--- config.mk ---
export PLATFORM = sky130hd
export DESIGN_NAME = smr_ctrl
export DESIGN_NICKNAME = d
export VERILOG_FILES = /design/src/smr_pkg.sv /design/src/smr_cmd_if.sv /design/src/smr_rst_gen.sv /design/src/smr_ctrl.sv /design/src/smr_cmd_dec.sv
export SDC_FILE = /design/constraint.sdc
export NUM_CORES = 1
export LEC_CHECK = 0
export BUFFER_PORTS_ARGS = -buffer_cell sky130_fd_sc_hd__buf_2
export CAP_MARGIN = 20
export CELL_PAD_IN_SITES_DETAIL_PLACEMENT = 0
export CELL_PAD_IN_SITES_GLOBAL_PLACEMENT = 2
export CORE_MARGIN = 2
export CORE_UTILIZATION = 34
export DETAILED_ROUTE_END_ITERATION = 10
export PLACE_DENSITY = 0.82
export SLEW_MARGIN = 40
export SYNTH_ARGS = -nofsm -noshare
export SYNTH_HDL_FRONTEND = slang
export SYNTH_SLANG_ARGS = --single-unit
--- constraint.sdc ---
create_clock -name clock_i -period 2.35 [get_ports clock_i]
set_input_delay 0.705 -clock clock_i [delete_from_list [all_inputs] [get_ports clock_i]]
set_output_delay 0.705 -clock clock_i [all_outputs]
set_load 0.02 [all_outputs]
--- src/smr_pkg.sv ---
// shared constants and types for the sensor command, mode, reset and heater block
package smr_pkg;
	// command codes
	localparam logic [15:0] CMD_ACCEL     = 16'h2B32; // accelerated periodic acquisition
	localparam logic [15:0] CMD_BREAK     = 16'h3093;
	localparam logic [15:0] CMD_SOFT_RST  = 16'h30A2;
	localparam logic [15:0] CMD_HEAT_ON   = 16'h306D;
	localparam logic [15:0] CMD_HEAT_OFF  = 16'h3066;
	localparam logic [15:0] CMD_FETCH     = 16'hE000;
	localparam logic [15:0] CMD_STAT_RD   = 16'hF32D;
	localparam logic [15:0] CMD_STAT_CLR  = 16'h3041;
	localparam logic [7:0]  GC_RESET_BYTE = 8'h06;

	// status register bit positions
	localparam int ST_ALERT = 15;
	localparam int ST_HEAT  = 13;
	localparam int ST_RHTA  = 11;
	localparam int ST_TTA   = 10;
	localparam int ST_RST   = 4;
	localparam int ST_CMD   = 1;
	localparam int ST_WCRC  = 0;
	localparam logic [15:0] STATUS_RESET = 16'h8010;

	// timing
	localparam longint CLK_HZ       = 125000000;
	localparam longint ACCEL_RATE_HZ = 4;
	localparam int     BREAK_MAX_MS  = 15;
	localparam int     RST_PIN_MIN_NS = 1000;
	localparam int     CLK_NS         = 8;
	localparam int     ACCEL_PERIOD_CYC = int'(CLK_HZ / ACCEL_RATE_HZ);
	localparam int     BREAK_MAX_CYC    = int'(CLK_HZ / 1000 * BREAK_MAX_MS);
	localparam int     RST_PIN_MIN_CYC  = (RST_PIN_MIN_NS + CLK_NS - 1) / CLK_NS;
	localparam int     RELOAD_CYC       = 16;
	localparam int     RST_BUSY_CYC     = 32;

	typedef enum logic [1:0] {
		SMR_IDLE   = 2'b00,
		SMR_PERIOD = 2'b01,
		SMR_STOP   = 2'b10
	} smr_mode_e;
endpackage : smr_pkg

--- src/smr_cmd_if.sv ---
// command carrier between decoder and controller
`timescale 1ns/10ps
interface smr_cmd_if;
	logic        valid;
	logic [15:0] code;
	logic        gc_reset;
	logic        accept;
	modport src (output valid, output code, output gc_reset, input accept);
	modport dst (input valid, input code, input gc_reset, output accept);
endinterface : smr_cmd_if

--- src/smr_rst_gen.sv ---
// reset source combiner: pin filter and busy window
`timescale 1ns/10ps
module smr_rst_gen (
	input  wire logic clock_i,
	input  wire logic srst_i,
	input  wire logic external_reset_low_input_i,
	input  wire logic soft_req_i,
	input  wire logic gc_req_i,
	output logic      full_rst_o,
	output logic      soft_rst_o,
	output logic      busy_o
);
	logic [7:0] low_cnt;
	logic [7:0] busy_cnt;
	logic       pin_fire;

	// count pin low cycles, fire once at minimum width
	always_ff @(posedge clock_i) begin
		if (srst_i || external_reset_low_input_i) begin
			low_cnt <= 8'h00;
		end else if (low_cnt != 8'hFF) begin
			low_cnt <= low_cnt + 8'h01;
		end
	end
	assign pin_fire = (low_cnt == 8'(smr_pkg::RST_PIN_MIN_CYC - 1)) && !external_reset_low_input_i;

	// full reset from power, pin or general call; soft separately
	always_ff @(posedge clock_i) begin
		full_rst_o <= srst_i || pin_fire || gc_req_i;
		soft_rst_o <= !srst_i && soft_req_i;
	end

	// busy window while any reset procedure runs
	always_ff @(posedge clock_i) begin
		if (srst_i || pin_fire || gc_req_i || soft_req_i || !external_reset_low_input_i) begin
			busy_cnt <= 8'(smr_pkg::RST_BUSY_CYC);
		end else if (busy_cnt != 8'h00) begin
			busy_cnt <= busy_cnt - 8'h01;
		end
	end
	assign busy_o = (busy_cnt != 8'h00);
endmodule : smr_rst_gen

--- src/smr_ctrl.sv ---
// command interpreter: accelerated periodic mode, break, resets and heater control
`timescale 1ns/10ps
module smr_ctrl (
	input  wire logic        clock_i,
	input  wire logic        srst_i,
	input  wire logic        external_reset_low_input_i,
	input  wire logic        cmd_valid_i,
	input  wire logic [15:0] cmd_code_i,
	input  wire logic        cmd_crc_err_i,
	input  wire logic        gc_valid_i,
	input  wire logic [7:0]  gc_byte_i,
	input  wire logic        wr_crc_err_i,
	input  wire logic        link_reset_i,
	input  wire logic        rh_alert_i,
	input  wire logic        t_alert_i,
	input  wire logic        meas_done_i,
	output logic             cmd_ready_o,
	output logic             link_reset_o,
	output logic             meas_start_o,
	output logic             cal_reload_o,
	output logic             heater_on_o,
	output logic             accelerated_response_mode_o,
	output logic             periodic_o,
	output logic [15:0]      status_o,
	output logic             busy_o
);
	smr_cmd_if cmd ();

	logic                 full_rst;
	logic                 soft_rst;
	logic                 rst_busy;
	logic                 any_rst;
	smr_pkg::smr_mode_e   mode;
	logic [31:0]          tick_cnt;
	logic                 tick;
	logic                 meas_busy;
	logic [4:0]           reload_cnt;
	logic                 take;
	logic                 soft_req;
	logic                 gc_req;
	logic                 known;
	logic                 start_req;
	logic                 cmd_crc_q;
	logic                 wr_crc_q;
	logic                 exec;
	logic                 st_alert;
	logic                 st_rh_alert;
	logic                 st_t_alert;
	logic                 st_reset;
	logic                 st_cmd_err;
	logic                 st_wr_err;

	// command decoder feeding the controller
	smr_cmd_dec u_dec (
		.clock_i     (clock_i),
		.srst_i      (srst_i),
		.cmd_valid_i (cmd_valid_i),
		.cmd_code_i  (cmd_code_i),
		.gc_valid_i  (gc_valid_i),
		.gc_byte_i   (gc_byte_i),
		.cmd         (cmd)
	);

	// reset sources
	smr_rst_gen u_rst (
		.clock_i                    (clock_i),
		.srst_i                     (srst_i),
		.external_reset_low_input_i (external_reset_low_input_i),
		.soft_req_i                 (soft_req),
		.gc_req_i                   (gc_req),
		.full_rst_o                 (full_rst),
		.soft_rst_o                 (soft_rst),
		.busy_o                     (rst_busy)
	);

	assign any_rst = full_rst || soft_rst;

	assign cmd.accept  = !rst_busy && !any_rst;
	assign cmd_ready_o = cmd.accept;
	assign busy_o      = rst_busy;
	assign take        = cmd.valid && cmd.accept;

	// checksum flags registered so they line up with the registered command
	always_ff @(posedge clock_i) begin
		cmd_crc_q <= !srst_i && cmd_crc_err_i;
		wr_crc_q  <= !srst_i && wr_crc_err_i;
	end

	// a command that fails its checksum is not processed
	assign exec = take && !cmd.gc_reset && !cmd_crc_q;

	assign soft_req = exec && (cmd.code == smr_pkg::CMD_SOFT_RST);
	// general call reset acts as pin reset
	assign gc_req   = take && cmd.gc_reset;

	// recognised command set
	assign known = (cmd.code == smr_pkg::CMD_ACCEL) || (cmd.code == smr_pkg::CMD_BREAK)
		|| (cmd.code == smr_pkg::CMD_SOFT_RST) || (cmd.code == smr_pkg::CMD_HEAT_ON)
		|| (cmd.code == smr_pkg::CMD_HEAT_OFF) || (cmd.code == smr_pkg::CMD_FETCH)
		|| (cmd.code == smr_pkg::CMD_STAT_RD) || (cmd.code == smr_pkg::CMD_STAT_CLR);

	// interface reset passed on; status untouched by it
	always_ff @(posedge clock_i) begin
		link_reset_o <= !srst_i && link_reset_i;
	end

	// mode state machine
	always_ff @(posedge clock_i) begin
		if (any_rst) begin
			mode <= smr_pkg::SMR_IDLE;
			accelerated_response_mode_o <= 1'b0;
		end else begin
			case (mode)
				smr_pkg::SMR_IDLE: begin
					if (exec && cmd.code == smr_pkg::CMD_ACCEL) begin
						mode <= smr_pkg::SMR_PERIOD;
						accelerated_response_mode_o <= 1'b1;
					end
				end
				smr_pkg::SMR_PERIOD: begin
					// break stops like any periodic mode
					if (exec && cmd.code == smr_pkg::CMD_BREAK) begin
						mode <= smr_pkg::SMR_STOP;
					end
				end
				smr_pkg::SMR_STOP: begin
					if (!meas_busy || meas_done_i) begin
						mode <= smr_pkg::SMR_IDLE;
						accelerated_response_mode_o <= 1'b0;
					end
				end
				default: mode <= smr_pkg::SMR_IDLE;
			endcase
		end
	end
	assign periodic_o = (mode == smr_pkg::SMR_PERIOD);

	// sample tick at four per second
	always_ff @(posedge clock_i) begin
		if (any_rst || mode != smr_pkg::SMR_PERIOD) begin
			tick_cnt <= 32'h0000_0000;
		end else if (tick_cnt == 32'(smr_pkg::ACCEL_PERIOD_CYC - 1)) begin
			tick_cnt <= 32'h0000_0000;
		end else begin
			tick_cnt <= tick_cnt + 32'h0000_0001;
		end
	end
	assign tick = (mode == smr_pkg::SMR_PERIOD) && (tick_cnt == 32'h0000_0000);

	always_ff @(posedge clock_i) begin
		if (any_rst) begin
			reload_cnt <= 5'(smr_pkg::RELOAD_CYC); // reload after reset
		end else if (tick && reload_cnt == 5'h00) begin
			reload_cnt <= 5'(smr_pkg::RELOAD_CYC);
		end else if (reload_cnt != 5'h00) begin
			reload_cnt <= reload_cnt - 5'h01;
		end
	end
	assign cal_reload_o = (reload_cnt != 5'h00);
	assign start_req    = (reload_cnt == 5'h01) && (mode == smr_pkg::SMR_PERIOD);

	// measurement start pulse and busy tracking
	always_ff @(posedge clock_i) begin
		if (any_rst) begin
			meas_start_o <= 1'b0;
			meas_busy    <= 1'b0;
		end else begin
			meas_start_o <= start_req && !meas_busy;
			if (start_req && !meas_busy) begin
				meas_busy <= 1'b1;
			end else if (meas_done_i) begin
				meas_busy <= 1'b0;
			end
		end
	end

	// heater by command only, off after any full or soft reset; the link reset leaves it
	always_ff @(posedge clock_i) begin
		if (any_rst) begin
			heater_on_o <= 1'b0;
		end else if (exec && cmd.code == smr_pkg::CMD_HEAT_ON) begin
			heater_on_o <= 1'b1;
		end else if (exec && cmd.code == smr_pkg::CMD_HEAT_OFF) begin
			heater_on_o <= 1'b0;
		end
	end

	// reset flag, set wins over clear
	always_ff @(posedge clock_i) begin
		if (any_rst) begin
			st_reset <= 1'b1;
		end else if (exec && cmd.code == smr_pkg::CMD_STAT_CLR) begin
			st_reset <= 1'b0;
		end
	end

	// alert flags, sticky, set wins over clear
	always_ff @(posedge clock_i) begin
		if (any_rst) begin
			st_rh_alert <= 1'b0;
			st_t_alert  <= 1'b0;
		end else begin
			if (rh_alert_i) begin
				st_rh_alert <= 1'b1;
			end else if (exec && cmd.code == smr_pkg::CMD_STAT_CLR) begin
				st_rh_alert <= 1'b0;
			end
			if (t_alert_i) begin
				st_t_alert <= 1'b1;
			end else if (exec && cmd.code == smr_pkg::CMD_STAT_CLR) begin
				st_t_alert <= 1'b0;
			end
		end
	end

	// alert summary, set by alerts or reset
	always_ff @(posedge clock_i) begin
		if (any_rst || rh_alert_i || t_alert_i) begin
			st_alert <= 1'b1;
		end else if (exec && cmd.code == smr_pkg::CMD_STAT_CLR) begin
			st_alert <= 1'b0;
		end
	end

	// last command and write checksum results
	always_ff @(posedge clock_i) begin
		if (any_rst) begin
			st_cmd_err <= 1'b0;
			st_wr_err  <= 1'b0;
		end else if (take && !cmd.gc_reset) begin
			st_cmd_err <= cmd_crc_q || !known;
			st_wr_err  <= wr_crc_q;
		end
	end

	// status word from the flags; heater mirrored, reserved bits zero
	always_comb begin
		status_o                    = 16'h0000;
		status_o[smr_pkg::ST_ALERT] = st_alert;
		status_o[smr_pkg::ST_HEAT]  = heater_on_o;
		status_o[smr_pkg::ST_RHTA]  = st_rh_alert;
		status_o[smr_pkg::ST_TTA]   = st_t_alert;
		status_o[smr_pkg::ST_RST]   = st_reset;
		status_o[smr_pkg::ST_CMD]   = st_cmd_err;
		status_o[smr_pkg::ST_WCRC]  = st_wr_err;
	end
endmodule : smr_ctrl

--- src/smr_cmd_dec.sv ---
// command decoder: registers link commands and general-call bytes
`timescale 1ns/10ps
module smr_cmd_dec (
	input  wire logic        clock_i,
	input  wire logic        srst_i,
	input  wire logic        cmd_valid_i,
	input  wire logic [15:0] cmd_code_i,
	input  wire logic        gc_valid_i,
	input  wire logic [7:0]  gc_byte_i,
	smr_cmd_if.src           cmd
);
	// register one command per cycle; only the reset byte counts on general call
	always_ff @(posedge clock_i) begin
		if (srst_i) begin
			cmd.valid    <= 1'b0;
			cmd.code     <= 16'h0000;
			cmd.gc_reset <= 1'b0;
		end else begin
			cmd.valid    <= cmd_valid_i || (gc_valid_i && gc_byte_i == smr_pkg::GC_RESET_BYTE);
			cmd.code     <= cmd_code_i;
			cmd.gc_reset <= gc_valid_i && gc_byte_i == smr_pkg::GC_RESET_BYTE;
		end
	end
endmodule : smr_cmd_dec

# ---- Word level (Yosys, flattened, before mapping)
# Index checks and enable logic that the tools add are counted.
dict set report classes {
  n_mux 14
  n_reduce_logical 62
  add_sub_neg 4
  eq_ne 19
}
# op n
set ops {}
lappend ops {{$eq A16 B14 Y1 const B} 6}
lappend ops {{$add A32 B1 Y32 const B} 1}
lappend ops {{$eq A16 B16 Y1 const B} 2}
lappend ops {{$eq A32 B25 Y1 const B} 1}
lappend ops {{$logic_not A32 Y1} 1}
lappend ops {{$logic_and A1 B1 Y1} 21}
lappend ops {{$logic_or A1 B1 Y1} 19}
lappend ops {{$reduce_bool A2 Y1} 5}
lappend ops {{$mux W1} 9}
lappend ops {{$add A8 B1 Y8 const B} 1}
lappend ops {{$eq A8 B3 Y1 const B} 1}
lappend ops {{$eq A8 B7 Y1 const B} 1}
lappend ops {{$logic_not A1 Y1} 8}
lappend ops {{$ne A8 B8 Y1 const B} 1}
lappend ops {{$reduce_bool A8 Y1} 1}
lappend ops {{$sub A8 B1 Y8 const B} 1}
lappend ops {{$mux W2} 3}
lappend ops {{$pmux W2 S3} 1}
lappend ops {{$reduce_and A3 Y1} 2}
lappend ops {{$eq A5 B1 Y1 const B} 1}
lappend ops {{$logic_not A5 Y1} 1}
lappend ops {{$reduce_bool A5 Y1} 1}
lappend ops {{$sub A5 B1 Y5 const B} 1}
lappend ops {{$ne A2 B1 Y1 const B} 2}
lappend ops {{other kinds (6)} 8}
dict set report totals {
  output_inout_bits 24
  in_bits 35
  ff_bits 88
  wordCells 122
}

# ---- Longest topological paths before layout
# Gate-level depths: netlist (run 1).
dict set report logic_depth {
  depth_word 10
  mapped_depth 7
  depth_no_buf 7
}

# ---- Modules after synthesis
# A second synthesis (run 1) with hierarchy kept.
dict set report unflattened {
  cells_unflattened 453
  area_unflattened_um2 4108.9
}
# module cells_each seq_area_each_um2 area_per_inst_um2 instances
set by_module_without_submodules {}
lappend by_module_without_submodules {smr_ctrl 313 1041.0 2710.1 1}
lappend by_module_without_submodules {smr_rst_gen 99 360.3 869.6 1}
lappend by_module_without_submodules {smr_cmd_dec 41 360.3 529.3 1}

# ---- Least setup slack after synthesis (run 1)
# Ideal clock, no wire load.
dict set report synth_timing {
  path_type {register -> output}
  start {reg u_rst.busy_cnt[0]}
  end {out cmd_ready_o}
  required_time_ns 1.645
  t_arrival_ns 1.518
  path_buffers 0
  slack_ns 0.127
  stages_incl_launch_ff 6
  path_cell_list {dfxtp_1 inv_1 ha_1 nor3b_1 nand2_1 nor2_1}
}
dict set report synth_via {
  elab_chain_cells 3
}
# element line_no
set synth_rtl {}
lappend synth_rtl {{from (decl)} smr_rst_gen.sv:14} ;# logic [7:0] busy_cnt;
lappend synth_rtl {{from (signal assigned)} smr_rst_gen.sv:36} ;# busy_cnt <= 8'(smr_pkg::RST_BUSY_CYC);
lappend synth_rtl {{from (signal assigned)} smr_rst_gen.sv:38} ;# busy_cnt <= busy_cnt - 8'h01;
lappend synth_rtl {{$reduce_bool A8 Y1} smr_rst_gen.sv:41} ;# assign busy_o = (busy_cnt != 8'h00);
lappend synth_rtl {{named net busy_o} smr_ctrl.sv:25} ;# output logic busy_o
lappend synth_rtl {{$logic_not A1 Y1} smr_ctrl.sv:78} ;# assign cmd.accept = !rst_busy && !any_rst;
lappend synth_rtl {{$logic_and A1 B1 Y1} smr_ctrl.sv:78}
lappend synth_rtl {{to (decl)} smr_ctrl.sv:17} ;# output logic cmd_ready_o,
# The timed path passes the listed nets, and every way through them passes these cells.

# ---- Final worst setup path (run 1)
dict set report layout_timing {
  start {reg u_rst.busy_cnt[0]}
  end {out cmd_ready_o}
}
dict set report layout_via {
  elab_chain_cells 3
}
# element line_no
set layout_rtl {}
lappend layout_rtl {{$reduce_bool A8 Y1} smr_rst_gen.sv:41}
lappend layout_rtl {{$logic_not A1 Y1} smr_ctrl.sv:78}
lappend layout_rtl {{$logic_and A1 B1 Y1} smr_ctrl.sv:78}
# No other way between the ends.

==> results.cfg, run 1 <==
[global_route]
grt_pass1_wl_mm = 14.4
antenna_found_initial = 0
grt-ovfl-total = 0
grt_max_degree = 32
grt_usage_pct = 14.0
grt_pass1_vias = 3010

[cts]
clk_pin_slew_ns = 0.06
ctsLongestPathBuffers = 2
htree_levels = 3
clk_latency_ns = 0.34
cts_root_buf = clkbuf_16
cts.sinks = 88
cts_buffers = 9
holdBufCountCts = 0
cts_tree = done

[setup_path]
slowest_delay_ns = 0.33
rrSetupSlack_ns = 0.14
ff2ff_path_depth = 6
path_cells = inv_1 > ha_1 > nor3b_4 > nand2_2 > nor2_1 > buf_2
rr_startpoint = tick_cnt[0]
worstReg2RegEnd = tick_cnt[19]
start_kind = register
slowest_stage = dfxtp_1
crit_arrival_ns = 1.52
critical_path_class = register to primary output
cp.required_ns = 1.64
crit_fanout = 4
crit_path_end_kind = primary output

[detailed_routing]
drt_first_pass_iters = 4
drt.antenna.violating_nets = 0
vias = 3112
drc_errors = 0
drtIter0Drc = 109
wl_per_cell_um = 12.6
wl_mm = 8.19
vias_per_cell = 4.79

[synth]
synth_edf_count = 0
ys_seq_elements = 88
avgSynthCellArea_um2 = 8.77
syn_area_mm2 = 0.00401
ys_types = 51
syn_inst = 457
synthFlopType = dfxtp_1
seq_area_frac_synth_pct = 43.9
yosys_warnings = 0
async_flop_share_pct = 0

[floorplanning]
io_pins = 59
start_util_pct = 35.0
rows = 39
die_w_um = 113
die_area_mm2 = 0.0127
core_mm2 = 0.0115
die_height_um = 113

[placed_design]
place.gp.congestion = 0.797
dpl.hpwl_mm = 6.11
place_area_mm2 = 0.00433
io_buffer_count = 49

[power]
p_per_area_mw_per_mm2 = 701
ir_worst_vdd_uv = 552
combPwrFrac_pct = 10.6
swShare_pct = 23.9
seqPwrFrac_pct = 50.7
intPower_uw = 2450
p_clk_share_pct = 38.7
power_switching_uw = 772
power.leakage_uw = 0.00167

[sta]
worstMarginPinSlew_ns = 0.483
relSlewSlack_pct = 67.4
hold_viol_final = 0
setup_viol = 0
drv_slew = 0
min_period_over_period_pct = 94.6
timing.fmax_ghz = 0.450
finalCriticalPeriod_ns = 2.22
skew_ns = 0.00962

[worst_hold_path]
hold_path_depth = 2
hp-start = st_reset
holdPathEnd = st_reset
hold_class = register to register

[layout]
fillers = 1158
fin_util_pct = 40.1
layout-drive-gt1-share_pct = 15.8
finalInstanceArea_mm2 = 0.00460
syn2layout_area_growth_pct = 14.7
diodes = 0
fin_nets = 549

[outcome]
outcome = complete, no violations

[run]
drv_cap = 0
## worst max path at each step
stage / from / end / depth (start not counted)
after floorplan: u_rst.busy_cnt[0] / cmd_ready_o / 5
after global placement: tick_cnt[0] / tick_cnt[27] / 6
after global routing: u_rst.busy_cnt[0] / cmd_ready_o / 6
after CTS: u_rst.busy_cnt[0] / cmd_ready_o / 6
final: u_rst.busy_cnt[0] / cmd_ready_o / 6
after detailed placement: tick_cnt[0] / tick_cnt[24] / 6
## per-stage QoR
stage | setup TNS [ns] | setup WS, ns | power (uW) | hold slack (ns) | std cells
6_report | 0 | 0.126 | 3220 | 0.439 | 650
5_1_grt | -0.00778 | -0.00778 | 3390 | 0.481 | 650
3_5_place_dp | 0 | 0.130 | 2000 | 0.435 | 637
3_3_place_gp | 0 | 0.209 | 2000 | 0.433 | 637
4_1_cts | 0 | 0.0110 | 3270 | 0.444 | 649
2_1_floorplan | 0 | 0.127 | 1920 | 0.423 | 465
## flip-flops by register name (all words and copies together), names as in the netlist
register                     flops
mode                             2
link_reset_o                     1
u_rst.soft_rst_o                 1
meas_busy                        1
heater_on_o                      1
st_wr_err                        1
st_t_alert                       1
wr_crc_q                         1
u_dec.cmd.code                  16
st_cmd_err                       1
st_rh_alert                      1
tick_cnt                        32
u_rst.full_rst_o                 1
reload_cnt                       5
u_rst.low_cnt                    8
u_rst.busy_cnt                   8
u_dec.cmd.valid                  1
meas_start_o                     1
accelerated_response_mode_o      1
u_dec.cmd.gc_reset               1
cmd_crc_q                        1
st_reset                         1
st_alert                         1
## placed cells by master (no fill, tap or decap), types with 12 or more instances in the layout
cell / n
nor2b_1: 25
nor4_1: 19
buf_2: 49
nor3_1: 22
nor2_1: 73
inv_1: 18
nand3_1: 17
nand4_1: 12
xnor2_1: 36
dfxtp_1: 88
nand2_1: 27
## timing repair
item | CTS | global route
buffers inserted | 0 | 1
cloned | 0 | 0
setup endpoints to repair | 2 | 1
hold endpoints to repair | 0 | 0
resized for setup | 1 | 2
## cells in the mapped netlist (5+ instances only)
library cell	number	area, um2
xor2_1	6	52.6
and3_1	10	62.6
nand2_1	28	105
nor4_1	19	119
nor4b_1	5	43.8
nand4_1	12	75.1
ha_1	8	100
inv_1	18	67.6
nand3_1	17	85.1
nor2_1	73	274
nor3_1	22	110
clkbuf_1	6	22.5
dfxtp_1	88	1760
a21oi_1	9	45.0
buf_4	16	120
nor2b_1	25	156
xnor2_1	36	315
## power by group through the flow
| stage | registers, uW | logic (uW) | clock network [uW] |
|---|---|---|---|
| after global routing | 1650 | 395 | 1360 |
| after CTS | 1640 | 340 | 1290 |
| final | 1630 | 342 | 1250 |
| after global placement | 1670 | 333 | 0 |
| after floorplan | 1650 | 268 | 0 |
| after detailed placement | 1670 | 336 | 0 |
## kinds of logic after synthesis
group / Yosys count / share of synthesized area, %
xor gates and xnor gates: 42 / 9.18
and+or+nand+nor: 241 / 32.3
buffers and inverters: 46 / 6.59
muxes: 1 / 0.250
other: 1 / 0.0935
AOI/OAI and AO/OA: 30 / 5.18
adders and majority gates: 8 / 2.50
DFF: 88 / 43.9
## critical path: cells and delay by family (launching register included)
kind / cells / cell delay (ns)
adders and majority gates: 1 / 0.16
and+or+nand+nor: 3 / 0.42
DFF: 1 / 0.33
buffers and inverters: 2 / 0.28
## area by class of cell
cell class | count | area, um2 | area share, %
Inverter | 18 | 67.6 | 1.47
Clock inverter | 1 | 7.51 | 0.163
Clock buffer | 11 | 243 | 5.28
Tap cell | 143 | 179 | 3.89
Multi-Input combinational cell | 331 | 2030 | 44.1
Sequential cell | 88 | 1760 | 38.3
Timing Repair Buffer | 58 | 313 | 6.80
## per-layer routing
metal / wire, um / GRT usage, % / vias up
met1: 4140 / 19.0 / 1407
met5: 0 / 0 / -
met4: 92 / 4.63 / 0
met3: 379 / 4.05 / 7
met2: 3580 / 21.3 / 63
li1: - / - / 1635
(Power assumes the default switching activity.)
==> run 2, diff against run 1 <==
- CORE_UTILIZATION: 34 -> 35
- PLACE_DENSITY: 0.82 -> 0.83
- SYNTH_HIERARCHICAL: unset -> 1
==> run 2 against run 1 <==
The flow now finishes with violations (negative setup slack). Clock skew down 0.0033 ns. Fmax decreased by 8.9%. Hold slack better by 0.012 ns. Die area is 0.42% lower. Synthesized cell count shrank 0.88%.
==> results.cfg, run 2 <==
[outcome]
outcome = finished, violations left
failed_checks = negative setup slack

[detailed_routing]
met3_length_um = 380
wl_met1_mm = 4.21
drt_first_pass_iters = 4
vias_per_cell = 5.17
wl_met2_mm = 4.29
drc_errors = 0
drtIter0Drc = 119
drt.antenna.violating_nets = 0
wl_per_cell_um = 13.6
wl_mm = 9.14
vias = 3472
top_layer_used = met4

[placed_design]
place_area_mm2 = 0.00459
io_buffer_count = 49
dpl.hpwl_mm = 6.68
place.gp.congestion = 0.852

[setup_path]
start_kind = register
critical_path_class = register to primary output
crit_fanout = 3
path_cells = inv_2 > ha_4 > or3b_4 > nor2_4 > inv_4 > buf_6 > nor2_4 > buf_6
crit_path_end_kind = primary output
crit_arrival_ns = 1.74
slowest_delay_ns = 0.39
slowest_stage = or3b_4
cp.required_ns = 1.64

[cts]
cts.sinks = 88
cts_root_buf = clkbuf_16
clk_pin_slew_ns = 0.06
holdBufCountCts = 0
clk_latency_ns = 0.34
htree_levels = 3
cts_tree = done
cts_buffers = 9
ctsLongestPathBuffers = 2

[sta]
rsz0062_at_grt = true
hold_viol_final = 0
relSlewSlack_pct = 64.8
setup_viol = 3
min_period_over_period_pct = 104
drv_slew = 0
finalCriticalPeriod_ns = 2.44
worstMarginPinSlew_ns = 0.526
fin_tns_setup_ns = -0.158
skew_ns = 0.00630
fin_ws_ns = -0.0921
timing.fmax_ghz = 0.409

[power]
power.leakage_uw = 0.00190
ir_worst_vdd_uv = 460
p_per_area_mw_per_mm2 = 691

[global_route]
antenna_found_initial = 0
grt_pass1_vias = 3376
grt_usage_pct = 15.0
grt-ovfl-total = 0
grt_max_degree = 31
grt_pass1_wl_mm = 15.5

[floorplanning]
die_height_um = 112
io_pins = 59
die_w_um = 112
start_util_pct = 36.0
die_area_mm2 = 0.0126
rows = 39
core_mm2 = 0.0114

[synth]
synth_top_cell_area_share_pct = 42.9
synth_edf_count = 0
syn_area_mm2 = 0.00411
yosys_warnings = 6
synthMostInstantiatedCell = dfxtp_1
avgSynthCellArea_um2 = 9.07
ys_types = 62
seq_area_frac_synth_pct = 42.9
ys_seq_elements = 88
syn_inst = 453
synthFlopType = dfxtp_1
synthTopCellsByCount = 88 x dfxtp_1, 49 x nor2_1, 23 x nand4_1, 22 x nand2_1, 22 x xor2_1
synth.area.top_cells = dfxtp_1 43%, xor2_1 4.7%, nor2_1 4.5%
async_flop_share_pct = 0
synth_top_area_cell = dfxtp_1

[layout]
regMostFlops = tick_cnt
layout-drive-gt1-share_pct = 23.3
finalInstanceArea_mm2 = 0.00501
fillers = 1140
diodes = 0
syn2layout_area_growth_pct = 22.0
final_common_cell = dfxtp_1
fin_nets = 567
seqCellArea_mm2 = 0.00176
largest_reg_flops = 32
largestRegisters = tick_cnt: 32 flops, u_dec/cmd.code: 16 flops
mostFrequentLayoutCells = 86 x dfxtp_1, 48 x buf_2, 47 x nor2_1
multi_input_area_mm2 = 0.00222

[run]
drv_cap = 0

[worst_hold_path]
hold_class = register to register
## run 2: cell types whose count changed after synthesis, sizes merged, moves of 6 or more
| cell | before | now |
|---|---|---|
| xnor2 | 36 | 9 |
| nor2 | 73 | 50 |
| xor2 | 6 | 22 |
| nand4 | 13 | 25 |
| o21ai | 1 | 12 |
| nor2b | 25 | 16 |
| a21oi | 9 | 16 |
| nand2 | 29 | 22 |
| and2b | 0 | 6 |
## run 2: worst max-delay path: cells and delay by family (launching register included)
kind	cells	cell delay, ns
adders and majority gates	1	0.13
and+or+nand+nor	3	0.59
DFF	1	0.32
buffers and inverters	4	0.37
## run 2: worst paths after layout
| check | startpoint | endpoint | slack [ns] | depth (start not counted) |
|---|---|---|---|---|
| worst max-delay path | u_rst/busy_cnt[0] | cmd_ready_o | -0.09 | 8 |
| worst min register to register | st_reset | st_reset | 0.45 | 2 |
| worst min-delay path | st_reset | st_reset | 0.45 | 2 |
| worst max register to register | u_rst/busy_cnt[0] | st_alert | -0.01 | 9 |
## run 2: metal layers
metal | GRT usage [%] | up-vias
met5 | 0 | -
met4 | 6.10 | 0
met3 | 4.54 | 20
met2 | 24.8 | 67
met1 | 18.3 | 1646
li1 | - | 1739
## run 2: stage by stage
stage	std cells	setup WS, ns	utilization [%]	power (uW)	hold WS [ns]
3_3_place_gp	650	0.0140	40.2	2020	0.436
6_report	672	-0.0921	43.9	3460	0.451
3_5_place_dp	650	-0.0694	40.2	2030	0.443
4_1_cts	670	-0.102	43.3	3500	0.453
2_1_floorplan	461	-0.0649	-	1920	0.423
5_1_grt	672	-0.164	43.9	3620	0.459
## run 2: cell type report
cell class | count | area share (%)
Clock buffer | 14 | 5.27
Sequential cell | 88 | 35.2
Inverter | 18 | 1.40
Tap cell | 143 | 3.57
Multi-Input combinational cell | 330 | 44.2
Timing Repair Buffer | 77 | 9.61
Clock inverter | 2 | 0.749
## run 2: logic make-up (layout without fill, tap and decap cells)
| group | Yosys count | in the layout | share of synthesized area [%] |
|---|---|---|---|
| and+or+nand+nor | 225 | 225 | 32.7 |
| DFF | 88 | 88 | 42.9 |
| AOI/OAI and AO/OA | 54 | 54 | 8.50 |
| buffers and inverters | 43 | 111 | 6.00 |
| xor gates and xnor gates | 31 | 31 | 6.61 |
| adders and majority gates | 8 | 8 | 2.44 |
| muxes | 3 | 3 | 0.761 |
| other | 1 | 9 | 0.0913 |
## run 2: repair_timing
item                                    in CTS  in global routing
gates resized for setup                      7                  9
endpoints found under the setup margin      11                 17
pin swaps                                    3                  6
buffers inserted                             4                  2
## run 2: where the power goes
group | total (uW) | switching (uW) | internal, uW | leakage [uW]
combinational | 398 | 203 | 195 | 0.00104
clock | 1440 | 556 | 883 | 0.000143
sequential | 1630 | 61.4 | 1560 | 0.000719
total | 3460 | 820 | 2640 | 0.00190
